`src/design/lane_pkg.sv`:
```
// lane_pkg: constants, register layout and carrier types of the serial lane
// assumes one system clock and a 32-bit APB register slave
package lane_pkg;
	localparam int         WORD_W      = 10;
	localparam int         TAP_W       = 6;
	localparam int         RUN_W       = TAP_W + 1;
	localparam int         QUEUE_DEPTH = 8;
	localparam int         DATA_W      = 32;
	localparam int         ADDR_W      = 8;
	localparam logic [3:0] WIDTH_MIN   = 4'h1;
	localparam logic [3:0] WIDTH_MAX   = 4'hA;
	localparam logic [5:0] TAP_ZERO    = 6'h00;
	localparam logic [5:0] TAP_LAST    = 6'h3F;
	localparam logic [6:0] RUN_ONE     = 7'h01;
	localparam logic [7:0] OFF_CTRL    = 8'h00;
	localparam logic [7:0] OFF_STATUS  = 8'h04;
	localparam logic [7:0] OFF_RX_WORD = 8'h08;

	typedef enum logic [1:0] {
		DLY_STATIC  = 2'b00,
		DLY_DYNAMIC = 2'b01,
		DLY_AUTO    = 2'b10
	} delay_mode_t;

	typedef enum logic [1:0] {
		ALIGN_IDLE   = 2'b00,
		ALIGN_SWEEP  = 2'b01,
		ALIGN_LOCKED = 2'b10
	} align_state_t;

	typedef struct packed {
		logic        term_static;
		logic        bidir;
		logic        dyn_term;
		logic        queue_on;
		delay_mode_t dly_mode;
		logic [3:0]  width;
		logic        half_rate;
		logic        clk_out;
	} ctrl_t;

	localparam int    CTRL_W     = $bits(ctrl_t);
	localparam ctrl_t CTRL_RESET = ctrl_t'(12'h420);

	typedef struct packed {
		logic [5:0] final_tap;
		logic [3:0] queue_level;
		logic       queue_empty;
		logic       locked;
		logic [5:0] tap;
	} status_t;

	localparam int STATUS_W = $bits(status_t);

	typedef struct packed {
		logic [9:0] tx_word;
		logic       tx_par;
		logic       tx_ser;
		logic       tx_clr;
		logic       tx_oe;
		logic       rx_par;
		logic       rx_ser;
		logic       rx_clr;
		logic       rd_clk;
		logic       rd_en;
		logic       pad_in;
		logic       dly_act;
		logic       dly_up;
		logic       dly_clr;
		logic       buf_on;
		logic       term_on;
	} pins_t;

	localparam int PIN_W = $bits(pins_t);
endpackage : lane_pkg

```
`src/design/lane_top.sv`:
```
// lane_top: serial lane, transmit serializer, receive deserializer,
// crossing queue, delay control and automatic alignment, APB registers
// assumes every link clock is far slower than CLK_SYS and sampled by it
`timescale 1ns/10ps
module lane_top #(
	parameter int QUEUE_DEPTH = lane_pkg::QUEUE_DEPTH
) (
	// system
	input  wire logic        CLK_SYS,
	input  wire logic        RST,
	// apb slave
	input  wire logic        PSEL,
	input  wire logic        PENABLE,
	input  wire logic        PWRITE,
	input  wire logic [7:0]  PADDR,
	input  wire logic [31:0] PWDATA,
	output logic      [31:0] PRDATA,
	output logic             PREADY,
	output logic             PSLVERR,
	// transmit side of the core
	input  wire logic [9:0]  TX_WORD,
	input  wire logic        TX_PARALLEL_WORD_CLOCK,
	input  wire logic        TX_SERIAL_BIT_CLOCK,
	input  wire logic        TX_PATH_CLEAR,
	input  wire logic        TX_OE,
	// receive side of the core
	input  wire logic        RX_PARALLEL_WORD_CLOCK,
	input  wire logic        RX_SERIAL_BIT_CLOCK,
	input  wire logic        RX_PATH_CLEAR,
	input  wire logic        CROSSING_QUEUE_READ_CLOCK,
	input  wire logic        QUEUE_READ,
	output logic      [9:0]  RX_WORD,
	output logic             QUEUE_EMPTY,
	// delay control
	input  wire logic        DELAY_ADJUST_ACTIVE,
	input  wire logic        DELAY_STEP_UP,
	input  wire logic        DELAY_ADJUST_CLEAR,
	output logic             LOCK,
	output logic      [5:0]  FINAL_TAP_REPORT,
	// pad controls
	input  wire logic        INPUT_BUFFER_ON,
	input  wire logic        TERMINATION_ON,
	output logic             BUFFER_POWERED,
	output logic             TERMINATION_ENGAGED,
	// pads
	input  wire logic        PAD_P_IN,
	output logic             PAD_P_OUT,
	output logic             PAD_N_OUT,
	output logic             PAD_OE_N
);
	localparam int QW = $clog2(QUEUE_DEPTH);
	localparam int CW = $clog2(QUEUE_DEPTH + 1);
	localparam logic [CW-1:0] CNT_FULL = CW'(QUEUE_DEPTH);
	localparam logic [CW-1:0] CNT_ONE  = CW'(1);
	localparam int            TW       = lane_pkg::TAP_W;

	function automatic logic [3:0] word_width(input logic [3:0] w);
		if (w < lane_pkg::WIDTH_MIN)
			word_width = lane_pkg::WIDTH_MIN;
		else if (w > lane_pkg::WIDTH_MAX)
			word_width = lane_pkg::WIDTH_MAX;
		else
			word_width = w;
	endfunction : word_width

	function automatic logic [QW-1:0] next_ptr(input logic [QW-1:0] ptr);
		if (ptr == QW'(QUEUE_DEPTH - 1))
			next_ptr = '0;
		else
			next_ptr = ptr + QW'(1);
	endfunction : next_ptr

	function automatic logic mapped(input logic [7:0] a);
		mapped = (a == lane_pkg::OFF_CTRL) || (a == lane_pkg::OFF_STATUS)
			|| (a == lane_pkg::OFF_RX_WORD);
	endfunction : mapped

	logic [lane_pkg::PIN_W-1:0] raw;
	logic [lane_pkg::PIN_W-1:0] lvl;
	logic [lane_pkg::PIN_W-1:0] rise;
	logic [lane_pkg::PIN_W-1:0] fall;
	lane_pkg::pins_t            p;
	lane_pkg::pins_t            e;
	lane_pkg::pins_t            f;

	assign raw = {TX_WORD, TX_PARALLEL_WORD_CLOCK, TX_SERIAL_BIT_CLOCK,
		TX_PATH_CLEAR, TX_OE, RX_PARALLEL_WORD_CLOCK, RX_SERIAL_BIT_CLOCK,
		RX_PATH_CLEAR, CROSSING_QUEUE_READ_CLOCK, QUEUE_READ, PAD_P_IN,
		DELAY_ADJUST_ACTIVE, DELAY_STEP_UP, DELAY_ADJUST_CLEAR,
		INPUT_BUFFER_ON, TERMINATION_ON};

	for (genvar i = 0; i < lane_pkg::PIN_W; i++)
	begin : g_sync
		lane_sync u_sync (
			.clk      (CLK_SYS),
			.rst      (RST),
			.async_in (raw[i]),
			.level    (lvl[i]),
			.rise     (rise[i]),
			.fall     (fall[i])
		);
	end

	assign p = lane_pkg::pins_t'(lvl);
	assign e = lane_pkg::pins_t'(rise);
	assign f = lane_pkg::pins_t'(fall);

	lane_pkg::ctrl_t        ctrl_reg;
	logic                   pready_reg;
	logic                   pslverr_reg;
	logic [31:0]            prdata_reg;
	logic [9:0]             tx_word_prev_reg;
	logic [9:0]             tx_shift_reg;
	logic [3:0]             tx_cnt_reg;
	logic                   tx_bit_reg;
	logic                   pad_p_reg;
	logic                   pad_n_reg;
	logic                   pad_oe_n_reg;
	logic [9:0]             rx_shift_reg;
	logic [9:0]             rx_prev_reg;
	logic [9:0]             rx_word_reg;
	logic [9:0]             queue_mem [QUEUE_DEPTH];
	logic [QW-1:0]          wr_ptr_reg;
	logic [QW-1:0]          rd_ptr_reg;
	logic [CW-1:0]          queue_cnt_reg;
	logic [CW-1:0]          queue_cnt_next;
	logic                   queue_empty_reg;
	logic [5:0]             tap_reg;
	logic [5:0]             final_tap_reg;
	logic [5:0]             run_start_reg;
	logic [5:0]             best_start_reg;
	logic [6:0]             run_len_reg;
	logic [6:0]             best_len_reg;
	logic [5:0]             align_centre;
	logic                   lock_reg;
	logic                   buf_reg;
	logic                   term_reg;
	lane_pkg::align_state_t align_state_reg;
	lane_pkg::status_t      status;
	logic                   access;
	logic                   tx_bit_evt;
	logic                   rx_bit_evt;
	logic                   rx_sample;
	logic                   push;
	logic                   pop;
	logic                   stable_word;
	logic [3:0]             tx_w;
	logic [3:0]             rx_w;
	logic [9:0]             rx_aligned;

	assign tx_w       = word_width(ctrl_reg.width);
	assign rx_w       = word_width(ctrl_reg.width);
	assign tx_bit_evt = e.tx_ser | (ctrl_reg.half_rate & f.tx_ser);
	assign rx_bit_evt = e.rx_ser | (ctrl_reg.half_rate & f.rx_ser);
	assign rx_sample  = p.pad_in & p.buf_on;
	assign rx_aligned = rx_shift_reg >> (lane_pkg::WIDTH_MAX - rx_w);
	assign access     = PSEL & PENABLE;

	// apb slave, one wait state
	always_ff @(posedge CLK_SYS)
	begin
		if (RST)
		begin
			pready_reg  <= 1'b0;
			pslverr_reg <= 1'b0;
			prdata_reg  <= '0;
		end
		else
		begin
			pready_reg  <= access & ~pready_reg;
			pslverr_reg <= access & ~pready_reg & ~mapped(PADDR);
			if (access && !pready_reg && !PWRITE)
			begin
				if (PADDR == lane_pkg::OFF_CTRL)
					prdata_reg <= 32'(ctrl_reg);
				else if (PADDR == lane_pkg::OFF_STATUS)
					prdata_reg <= 32'(status);
				else if (PADDR == lane_pkg::OFF_RX_WORD)
					prdata_reg <= 32'(rx_word_reg);
				else
					prdata_reg <= '0;
			end
		end
	end

	always_ff @(posedge CLK_SYS)
	begin
		if (RST)
			ctrl_reg <= lane_pkg::CTRL_RESET;
		else if (access && pready_reg && PWRITE
			&& PADDR == lane_pkg::OFF_CTRL)
			ctrl_reg <= lane_pkg::ctrl_t'(PWDATA[lane_pkg::CTRL_W-1:0]);
	end

	always_comb
	begin
		status             = '0;
		status.final_tap   = final_tap_reg;
		status.queue_level = 4'(queue_cnt_reg);
		status.queue_empty = queue_empty_reg;
		status.locked      = lock_reg;
		status.tap         = tap_reg;
	end

	// transmit serializer
	always_ff @(posedge CLK_SYS)
	begin
		if (RST)
			tx_word_prev_reg <= '0;
		else
			tx_word_prev_reg <= p.tx_word;
	end

	always_ff @(posedge CLK_SYS)
	begin
		if (RST)
		begin
			tx_shift_reg <= '0;
			tx_cnt_reg   <= '0;
			tx_bit_reg   <= 1'b0;
		end
		else if (e.tx_par && p.tx_clr)
		begin
			tx_shift_reg <= '0;
			tx_cnt_reg   <= '0;
			tx_bit_reg   <= 1'b0;
		end
		else if (e.tx_par)
		begin
			tx_bit_reg   <= tx_word_prev_reg[0];
			tx_shift_reg <= tx_word_prev_reg >> 1;
			tx_cnt_reg   <= tx_w - lane_pkg::WIDTH_MIN;
		end
		else if (tx_bit_evt && tx_cnt_reg != '0)
		begin
			tx_bit_reg   <= tx_shift_reg[0];
			tx_shift_reg <= tx_shift_reg >> 1;
			tx_cnt_reg   <= tx_cnt_reg - lane_pkg::WIDTH_MIN;
		end
	end

	// pad drivers
	always_ff @(posedge CLK_SYS)
	begin
		if (RST)
		begin
			pad_p_reg    <= 1'b0;
			pad_n_reg    <= 1'b1;
			pad_oe_n_reg <= 1'b1;
		end
		else
		begin
			pad_p_reg    <= ctrl_reg.clk_out ? p.tx_par : tx_bit_reg;
			pad_n_reg    <= ctrl_reg.clk_out ? ~p.tx_par : ~tx_bit_reg;
			pad_oe_n_reg <= ctrl_reg.bidir ? ~p.tx_oe : 1'b0;
		end
	end

	always_ff @(posedge CLK_SYS)
	begin
		if (RST)
		begin
			buf_reg  <= 1'b0;
			term_reg <= 1'b0;
		end
		else
		begin
			buf_reg  <= p.buf_on;
			term_reg <= ctrl_reg.dyn_term ? p.term_on
				: ctrl_reg.term_static;
		end
	end

	// receive deserializer
	always_ff @(posedge CLK_SYS)
	begin
		if (RST || p.rx_clr)
		begin
			rx_shift_reg <= '0;
			rx_prev_reg  <= '0;
		end
		else
		begin
			if (e.rx_par)
				rx_prev_reg <= rx_aligned;
			if (rx_bit_evt)
				rx_shift_reg <= {rx_sample, rx_shift_reg[9:1]};
		end
	end

	// crossing queue
	assign push = ctrl_reg.queue_on & e.rx_par & (queue_cnt_reg != CNT_FULL);
	assign pop  = ctrl_reg.queue_on & e.rd_clk & p.rd_en
		& (queue_cnt_reg != '0);

	always_comb
	begin
		queue_cnt_next = queue_cnt_reg;
		if (push && !pop)
			queue_cnt_next = queue_cnt_reg + CNT_ONE;
		else if (pop && !push)
			queue_cnt_next = queue_cnt_reg - CNT_ONE;
	end

	always_ff @(posedge CLK_SYS)
	begin
		if (push)
			queue_mem[wr_ptr_reg] <= rx_aligned;
	end

	always_ff @(posedge CLK_SYS)
	begin
		if (RST || p.rx_clr)
		begin
			wr_ptr_reg      <= '0;
			rd_ptr_reg      <= '0;
			queue_cnt_reg   <= '0;
			queue_empty_reg <= 1'b1;
			rx_word_reg     <= '0;
		end
		else
		begin
			if (push)
				wr_ptr_reg <= next_ptr(wr_ptr_reg);
			if (pop)
			begin
				rx_word_reg <= queue_mem[rd_ptr_reg];
				rd_ptr_reg  <= next_ptr(rd_ptr_reg);
			end
			if (!ctrl_reg.queue_on && e.rx_par)
				rx_word_reg <= rx_aligned;
			queue_cnt_reg   <= queue_cnt_next;
			queue_empty_reg <= !ctrl_reg.queue_on
				|| queue_cnt_next == '0;
		end
	end

	// delay control and automatic alignment
	assign stable_word  = rx_aligned == rx_prev_reg;
	assign align_centre = (best_len_reg == '0) ? lane_pkg::TAP_ZERO
		: best_start_reg + TW'((best_len_reg - lane_pkg::RUN_ONE) >> 1);

	always_ff @(posedge CLK_SYS)
	begin
		if (RST)
		begin
			tap_reg         <= lane_pkg::TAP_ZERO;
			final_tap_reg   <= lane_pkg::TAP_ZERO;
			lock_reg        <= 1'b0;
			align_state_reg <= lane_pkg::ALIGN_IDLE;
			run_len_reg     <= '0;
			best_len_reg    <= '0;
			run_start_reg   <= lane_pkg::TAP_ZERO;
			best_start_reg  <= lane_pkg::TAP_ZERO;
		end
		else if (ctrl_reg.dly_mode != lane_pkg::DLY_AUTO
			|| ctrl_reg.half_rate)
		begin
			align_state_reg <= lane_pkg::ALIGN_IDLE;
			lock_reg        <= 1'b0;
			if (e.rx_par && p.dly_clr)
				tap_reg <= lane_pkg::TAP_ZERO;
			else if (e.rx_par && p.dly_act
				&& ctrl_reg.dly_mode == lane_pkg::DLY_DYNAMIC)
			begin
				if (p.dly_up && tap_reg != lane_pkg::TAP_LAST)
					tap_reg <= tap_reg + 6'h01;
				else if (!p.dly_up && tap_reg != lane_pkg::TAP_ZERO)
					tap_reg <= tap_reg - 6'h01;
			end
		end
		else if (e.rx_par && p.dly_clr)
		begin
			tap_reg         <= lane_pkg::TAP_ZERO;
			lock_reg        <= 1'b0;
			align_state_reg <= lane_pkg::ALIGN_IDLE;
		end
		else if (e.rx_par)
		begin
			case (align_state_reg)
				lane_pkg::ALIGN_IDLE:
				begin
					if (p.dly_act)
					begin
						align_state_reg <= lane_pkg::ALIGN_SWEEP;
						tap_reg         <= lane_pkg::TAP_ZERO;
						run_len_reg     <= '0;
						best_len_reg    <= '0;
						run_start_reg   <= lane_pkg::TAP_ZERO;
						best_start_reg  <= lane_pkg::TAP_ZERO;
					end
				end
				lane_pkg::ALIGN_SWEEP:
				begin
					if (stable_word)
					begin
						if (run_len_reg == '0)
							run_start_reg <= tap_reg;
						run_len_reg <= run_len_reg + lane_pkg::RUN_ONE;
						if (run_len_reg + lane_pkg::RUN_ONE > best_len_reg)
						begin
							best_len_reg   <= run_len_reg + lane_pkg::RUN_ONE;
							best_start_reg <= (run_len_reg == '0) ? tap_reg
								: run_start_reg;
						end
					end
					else
						run_len_reg <= '0;
					if (tap_reg == lane_pkg::TAP_LAST)
					begin
						align_state_reg <= lane_pkg::ALIGN_LOCKED;
						tap_reg         <= align_centre;
						final_tap_reg   <= align_centre;
						lock_reg        <= 1'b1;
					end
					else
						tap_reg <= tap_reg + 6'h01;
				end
				default:
					align_state_reg <= lane_pkg::ALIGN_LOCKED;
			endcase
		end
	end

	assign PRDATA              = prdata_reg;
	assign PREADY              = pready_reg;
	assign PSLVERR             = pslverr_reg;
	assign RX_WORD             = rx_word_reg;
	assign QUEUE_EMPTY         = queue_empty_reg;
	assign LOCK                = lock_reg;
	assign FINAL_TAP_REPORT    = final_tap_reg;
	assign BUFFER_POWERED      = buf_reg;
	assign TERMINATION_ENGAGED = term_reg;
	assign PAD_P_OUT           = pad_p_reg;
	assign PAD_N_OUT           = pad_n_reg;
	assign PAD_OE_N            = pad_oe_n_reg;
endmodule : lane_top

```
`src/design/lane_sync.sv`:
```
// lane_sync: two-flop synchroniser with edge detection for one pin
// assumes the pin is asynchronous to clk; outputs lag the pin by two edges
`timescale 1ns/10ps
module lane_sync (
	// clock and reset
	input  wire logic clk,
	input  wire logic rst,
	// pin and result
	input  wire logic async_in,
	output logic      level,
	output logic      rise,
	output logic      fall
);
	logic meta_reg;
	logic stable_reg;
	logic prev_reg;

	always_ff @(posedge clk)
	begin
		if (rst)
		begin
			meta_reg   <= 1'b0;
			stable_reg <= 1'b0;
			prev_reg   <= 1'b0;
		end
		else
		begin
			meta_reg   <= async_in;
			stable_reg <= meta_reg;
			prev_reg   <= stable_reg;
		end
	end

	assign level = stable_reg;
	assign rise  = stable_reg & ~prev_reg;
	assign fall  = ~stable_reg & prev_reg;
endmodule : lane_sync

```
`config.mk`:
```
export PLATFORM = sky130hd
export DESIGN_NAME = lane_top
export DESIGN_NICKNAME = d
export VERILOG_FILES = /design/src/design/lane_pkg.sv /design/src/design/lane_top.sv /design/src/design/lane_sync.sv
export SDC_FILE = /design/constraint.sdc
export NUM_CORES = 1
export LEC_CHECK = 0
export CORE_ASPECT_RATIO = 0.8
export CORE_MARGIN = 8
export CORE_UTILIZATION = 65
export DETAILED_ROUTE_END_ITERATION = 16
export DONT_BUFFER_PORTS = 1
export GPL_TIMING_DRIVEN = 0
export PLACE_DENSITY = 0.84
export SYNTH_ARGS = -nofsm -noshare
export SYNTH_HDL_FRONTEND = slang
export SYNTH_SLANG_ARGS = --single-unit
```
`constraint.sdc`:
```
create_clock -name CLK_SYS -period 12.3 [get_ports CLK_SYS]
set_clock_uncertainty 0.15 [all_clocks]
set_input_delay 1.845 -clock CLK_SYS [delete_from_list [all_inputs] [get_ports CLK_SYS]]
set_output_delay 1.845 -clock CLK_SYS [all_outputs]
set_load 0.05 [all_outputs]
```
==> out/results.ini, run 1 <==
[status]
status=complete, no violations

[timing]
period_minus_slack_ns=5.12
setup_viol=0
report.final.slew_viol_count=0
tightest_slew_ns=1.30
setup_tns_ns=0
grt_setup_unrepaired=false
slew-limit-headroom_pct=13.0
min_period_over_period_pct=41.6
setup_slack_ns=7.18
fmax_ghz=0.195
hold_violations=0

[drt]
num_vias=9262
initialDrtViolationCount=978
postRouteAntennaNets=0
dr.pass1.iters=5
wire_per_inst_um=20.9
drc=0
vias_per_cell=6.25
wl_um=31000

[flow_run]
maxCapViolations=0

[hold_path]
min_path_type=reg -> reg
worstHoldPathCells=1

[cells_and_area]
fin_nets=1302
final_common_cell=dfxtp_1
mostFrequentLayoutCells=201 x dfxtp_1, 126 x nor2_1, 80 x edfxtp_1
largest_reg_flops=80
syn2layout_area_growth_pct=11.3
drive_gt1_share_pct=9.64

[setup_path]
reg2regPathDepth=17
critPathMaxStageDelay_ns=0.68
crit_chain=buf_6 -> o21bai_4 -> a21oi_4 -> inv_2 -> buf_4 -> ha_1 -> clkbuf_1 -> inv_1 -> o221ai_1 -> nor3b_1 -> nand4b_1 -> xnor2_1 -> o2111ai_2 -> o41a_1 -> buf_6 -> nand3b_1 -> o21ai_1
crit_path_top_delay_cell=nand4b_1
crit_fanout=11
start_kind=flip-flop
crit_arrival_ns=5.38
crit_required_ns=12.57
crit_top_cell=buf_6
critical_path_class=reg -> reg
end_kind=flip-flop

[floorplan]
die_y_um=139
core_sq_mm=0.0187
io_pins=127
start_util_pct=65.5
die_x_um=169
die-area_sq_mm=0.0235
num_rows=45

[power_and_ir_drop]
pwr_density_cell_mw_per_mm2=140
p_int_uw=1500
p_comb_share_pct=3.7
total_leakage_power_uw=0.00494
pwr-share-clk_pct=45.2
seqPwrFrac_pct=51.0
netSwitchingFraction_pct=21.6
power.switching_uw=413
irDropWorstVdd_uv=135

[cts]
cts_tree=yes
clkSlewWorstSetupHoldPaths_ns=0.06
cts_buffers=27
hold_buffers=0
cts_resized=0
clock_sinks=281
cts_max_path_buffers=3
worstSkewPairLatency_ns=0.53
cts_max_level=1
cts_root_buffer=clkbuf_16
post-cts-setup-buffers=0

[placement]
portBuffers=0
dpl.hpwl_um=22000
gp_congestion=0.969
pre_cts_ws_ns=7.43

[global_route]
grt_start_max_net_pins=16
grt_pass1_vias=8648
grt_overflow_total=0
antenna_found_initial=2
track_usage_pct=25.5
grt_pass1_wl_um=48000

[logic_synthesis]
ys_seq_area_share_pct=52.5
synth_edf_count=80
ys_ff_latch=281
netlist.area_leader.share_pct=32.9
synth.area.top_cells=dfxtp_1 33%, edfxtp_1 20%, mux2i_1 4.1%
synth.avg_cell_area_sq_um=10.6
yosysTopAreaCell=dfxtp_1
synth_cell_type_count=80
syn_area_sq_mm=0.0122
synthFlopType=dfxtp_1
postSynthCellCount=1158
synth_async_sr_flop_share_pct=0
yosys_warnings=0

through the flow:
step	cell area, sq um	util [%]	total power [uW]	hold slack (ns)	cells
after floorplan	12300	-	1050	0.264	1171
after global placement	12600	67.5	1060	0.266	1429
after detailed placement	12700	67.9	1060	0.270	1433
after CTS	13600	72.9	1910	0.285	1482
after global routing	13600	72.9	1960	0.303	1483
final	13600	72.9	1910	0.285	1483
cell usage after synthesis (12+ instances only):
| cell type | n |
|---|---|
| ha_1 | 27 |
| nor3_1 | 33 |
| xor2_1 | 13 |
| nand3b_1 | 19 |
| buf_4 | 16 |
| nor2b_1 | 75 |
| nor2_1 | 126 |
| a21oi_1 | 62 |
| mux4_2 | 22 |
| edfxtp_1 | 80 |
| o21ai_1 | 13 |
| a211oi_1 | 26 |
| mux2i_1 | 50 |
| nand3_1 | 25 |
| inv_1 | 41 |
| clkbuf_1 | 50 |
| xnor2_1 | 20 |
| o21ai_0 | 12 |
| dfxtp_1 | 201 |
| nand2_1 | 62 |
kinds of logic after synthesis:
kind of cell	synth area share (%)
flops	52.5
mux	8.32
simple gates	16.9
fa+ha+maj	2.92
other cells	0.0306
compound gates	12.6
buf+inv	4.38
xor+xnor	2.36
final timing paths:
| kind | slack (ns) | end | start |
|---|---|---|---|
| max | 7.18 | best_start_reg[0]$_SDFFE_PP0P_ | ctrl_reg[2]$_SDFFE_PP0P_ |
| min | 0.29 | g_sync[12].u_sync.level$_SDFF_PP0_ | g_sync[12].u_sync.meta_reg$_SDFF_PP0_ |
| max reg2reg | 7.18 | best_start_reg[0]$_SDFFE_PP0P_ | ctrl_reg[2]$_SDFFE_PP0P_ |
| min reg2reg | 0.29 | g_sync[12].u_sync.level$_SDFF_PP0_ | g_sync[12].u_sync.meta_reg$_SDFF_PP0_ |
critical path: cells and delay by family (launching register included):
family	cells	cell delay, ns
simple gates	3	0.84
buf+inv	6	1.25
flops	1	0.32
fa+ha+maj	1	0.27
compound gates	6	1.61
xor+xnor	1	0.55
layer usage:
layer / vias to the layer above / GRT usage, % / wire length [um]
met4: 2 / 8.88 / 971
met3: 73 / 7.20 / 3510
met1: 4444 / 35.5 / 13000
li1: 4234 / - / -
met2: 509 / 37.6 / 13500
met5: - / 0 / 10
cell type report:
cell class | instances | area (sq um)
well taps | 258 | 323
repair buffers | 4 | 30.0
multi-input cells | 770 | 5380
inverters | 42 | 158
plain buffers | 78 | 379
flip-flops and latches | 281 | 6430
clock buffers | 36 | 749
clock inverters | 13 | 178
diodes | 1 | 2.50
fillers | 1257 | 5070
power by group through the flow:
stage               combinational, uW  sequential [uW]  clock [uW]
CTS                              69.9              975         867
finish                           71.0              975         865
global placement                 66.8              995           0
floorplan                        54.9              993           0
global route                     77.4              976         902
detailed placement               68.3              996           0
Power figures use the tool's default switching activity.
==> inputs of run 2 (changes only) <==
ABC_AREA = 1   (was unset)
CORE_UTILIZATION = 57   (was 65)
PLACE_DENSITY = 0.78   (was 0.84)
clock period = 4.7 ns   (was 12.3 ns; I/O delays follow)
==> run 2 against run 1 <==
Clock power rose to 2.9 times the previous value. Fmax rose by 39%. Global-route usage fell by 0.60 points. Area after synthesis rose by 1.3%. Count of clock-buffer cells in the layout fell by 1. First-iteration DRC count rose by 29%. Flip-flop and latch count did not move. Non-clock buffer count fell by 2. Final area rose by 1.6%. Core utilization fell by 8.3 points. Setup slack got worse by 6.2 ns.
==> out/results.ini, run 2 <==
[status]
status=complete, no violations

[cells_and_area]
drive_gt1_share_pct=6.76
syn2layout_area_growth_pct=11.5
largest_reg_flops=80
finalCoreUtilization_pct=64.5
fin_area_sq_mm=0.0138
insertedDiodeCount=0
mostFrequentLayoutCells=208 x nor2_1, 204 x nand2_1, 201 x dfxtp_1
final_common_cell=nor2_1
fin_nets=1647
fillers=1776

[logic_synthesis]
postSynthCellCount=1507
ys_top_cells_by_count=208 x nor2_1, 204 x nand2_1, 201 x dfxtp_1, 195 x inv_1, 121 x nand3_1
synth_edf_count=80
synth.avg_cell_area_sq_um=8.23
yosys_warnings=0
synth.area.top_cells=dfxtp_1 32%, edfxtp_1 19%, nor2_1 6.3%
yosysTopAreaCell=dfxtp_1
syn_area_sq_mm=0.0124
synth_async_sr_flop_share_pct=0
synthFlopType=dfxtp_1
synth_most_common_cell=nor2_1
netlist.area_leader.share_pct=32.4
ys_ff_latch=281
synth_cell_type_count=48
ys_seq_area_share_pct=51.8

[setup_path]
reg2regPathDepth=20
crit_fanout=10
crit_required_ns=4.98
crit_arrival_ns=3.96
critical_path_class=reg -> reg
end_kind=flip-flop
start_kind=flip-flop

[power_and_ir_drop]
p_comb_share_pct=4.4
total_leakage_power_uw=0.00563
p_int_uw=4140
irDropWorstVdd_uv=284
power.switching_uw=1150
seqPwrFrac_pct=48.6
pwr-share-clk_pct=47.1
netSwitchingFraction_pct=21.8
pwr_density_cell_mw_per_mm2=383

[drt]
drc=0
wl_um=34700
num_vias=10520
initialDrtViolationCount=1257
wire_per_inst_um=18.8
vias_per_cell=5.70
postRouteAntennaNets=0
dr.pass1.iters=6

[floorplan]
num_rows=48
die_x_um=181
die_y_um=148
core_sq_mm=0.0214
io_pins=127
start_util_pct=57.9
die-area_sq_mm=0.0268

[placement]
dpl.hpwl_um=25100
gp_congestion=0.968
pre_cts_ws_ns=0.837
placed_area_sq_mm=0.0128
portBuffers=0

[cts]
cts_buffers=27
cts_root_buffer=clkbuf_16
cts_max_path_buffers=3
cts_resized=0
hold_buffers=0
cts_tree=yes
clkSlewWorstSetupHoldPaths_ns=0.07
post-cts-setup-buffers=0
worstSkewPairLatency_ns=0.54
clock_sinks=281
cts_max_level=1

[hold_path]
min_path_type=in -> reg
worstHoldPathCells=2

[flow_run]
maxCapViolations=0

[global_route]
grt_overflow_total=0
antenna_found_initial=2
grt_start_max_net_pins=16
track_usage_pct=24.9
grt_pass1_wl_um=53300
grt_pass1_vias=9643

[timing]
tightest_slew_ns=1.25
grt_setup_unrepaired=false
period_minus_slack_ns=3.68
hold_violations=0
setup_viol=0
report.final.slew_viol_count=0
slew-limit-headroom_pct=16.5
min_period_over_period_pct=78.4
setup_tns_ns=0
fmax_ghz=0.271
setup_slack_ns=1.02

[run 2: area by class of cell]
cell class / count / area, sq um / area share, %
multi-input combinational: 951 / 4850 / 35.0
tap: 275 / 344 / 2.49
clock buffer: 35 / 821 / 5.93
buffer: 80 / 404 / 2.92
clock inverter: 14 / 218 / 1.57
sequential: 281 / 6430 / 46.4
inverter: 208 / 781 / 5.64
[run 2: power by group through the flow]
stage,combinational [uW],sequential (uW),clock (uW)
after floorplan,170,2620,0
after global placement,222,2620,0
after detailed placement,227,2630,0
after global routing,256,2570,2600
final,232,2570,2490
after CTS,228,2570,2500
[run 2: stage by stage]
stage                     power (uW)  cells  hold WS, ns
after floorplan                 2790   1520        0.238
after global placement          2850   1795        0.241
after detailed placement        2850   1795        0.244
after CTS                       5300   1844        0.109
after global routing            5430   1844        0.107
final                           5300   1844        0.121
[run 2: cell families (layout without fill, tap and decap cells)]
family,after synthesis,count (layout),share of synthesized area (%)
adders and majority gates,28,28,2.88
AOI/OAI and AO/OA,304,304,13.9
other,1,14,0.0302
xor gates and xnor gates,20,20,1.41
muxes,1,1,0.0807
buffers and inverters,288,337,9.55
and+or+nand+nor,584,584,20.3
DFF,281,281,51.8
[run 2: final timing paths]
path                                    startpoint                                     to  slack [ns]
max                       ctrl_reg[2]$_SDFFE_PP0P_         best_start_reg[0]$_SDFFE_PP0P_        1.02
min                                     TX_WORD[9]  g_sync[24].u_sync.meta_reg$_SDFF_PP0_        0.12
max reg2reg               ctrl_reg[2]$_SDFFE_PP0P_         best_start_reg[0]$_SDFFE_PP0P_        1.02
min reg2reg  g_sync[22].u_sync.meta_reg$_SDFF_PP0_     g_sync[22].u_sync.level$_SDFF_PP0_        0.25
[run 2: metal layers]
layer | vias up | global-route usage, % | routed length, um
met4 | 4 | 9.12 | 1080
met2 | 551 | 36.9 | 14900
li1 | 5046 | - | -
met1 | 4843 | 35.4 | 14900
met5 | - | 0 | 23
met3 | 76 | 5.35 | 3760
[run 2: worst max-delay path, cell delays in order (launching register included)]
cell,delay [ns]
dfxtp_1,0.43
inv_2,0.09
nand2_1,0.08
nand3_2,0.12
nand2_4,0.12
nand2_4,0.08
buf_6,0.15
ha_1,0.26
buf_2,0.17
clkinv_1,0.27
o21ai_1,0.26
nand3_1,0.20
xor2_1,0.19
nor2_2,0.15
nand3_2,0.14
o21bai_2,0.16
buf_6,0.16
buf_6,0.14
nand3_1,0.09
nand2_1,0.10
nor2_1,0.05
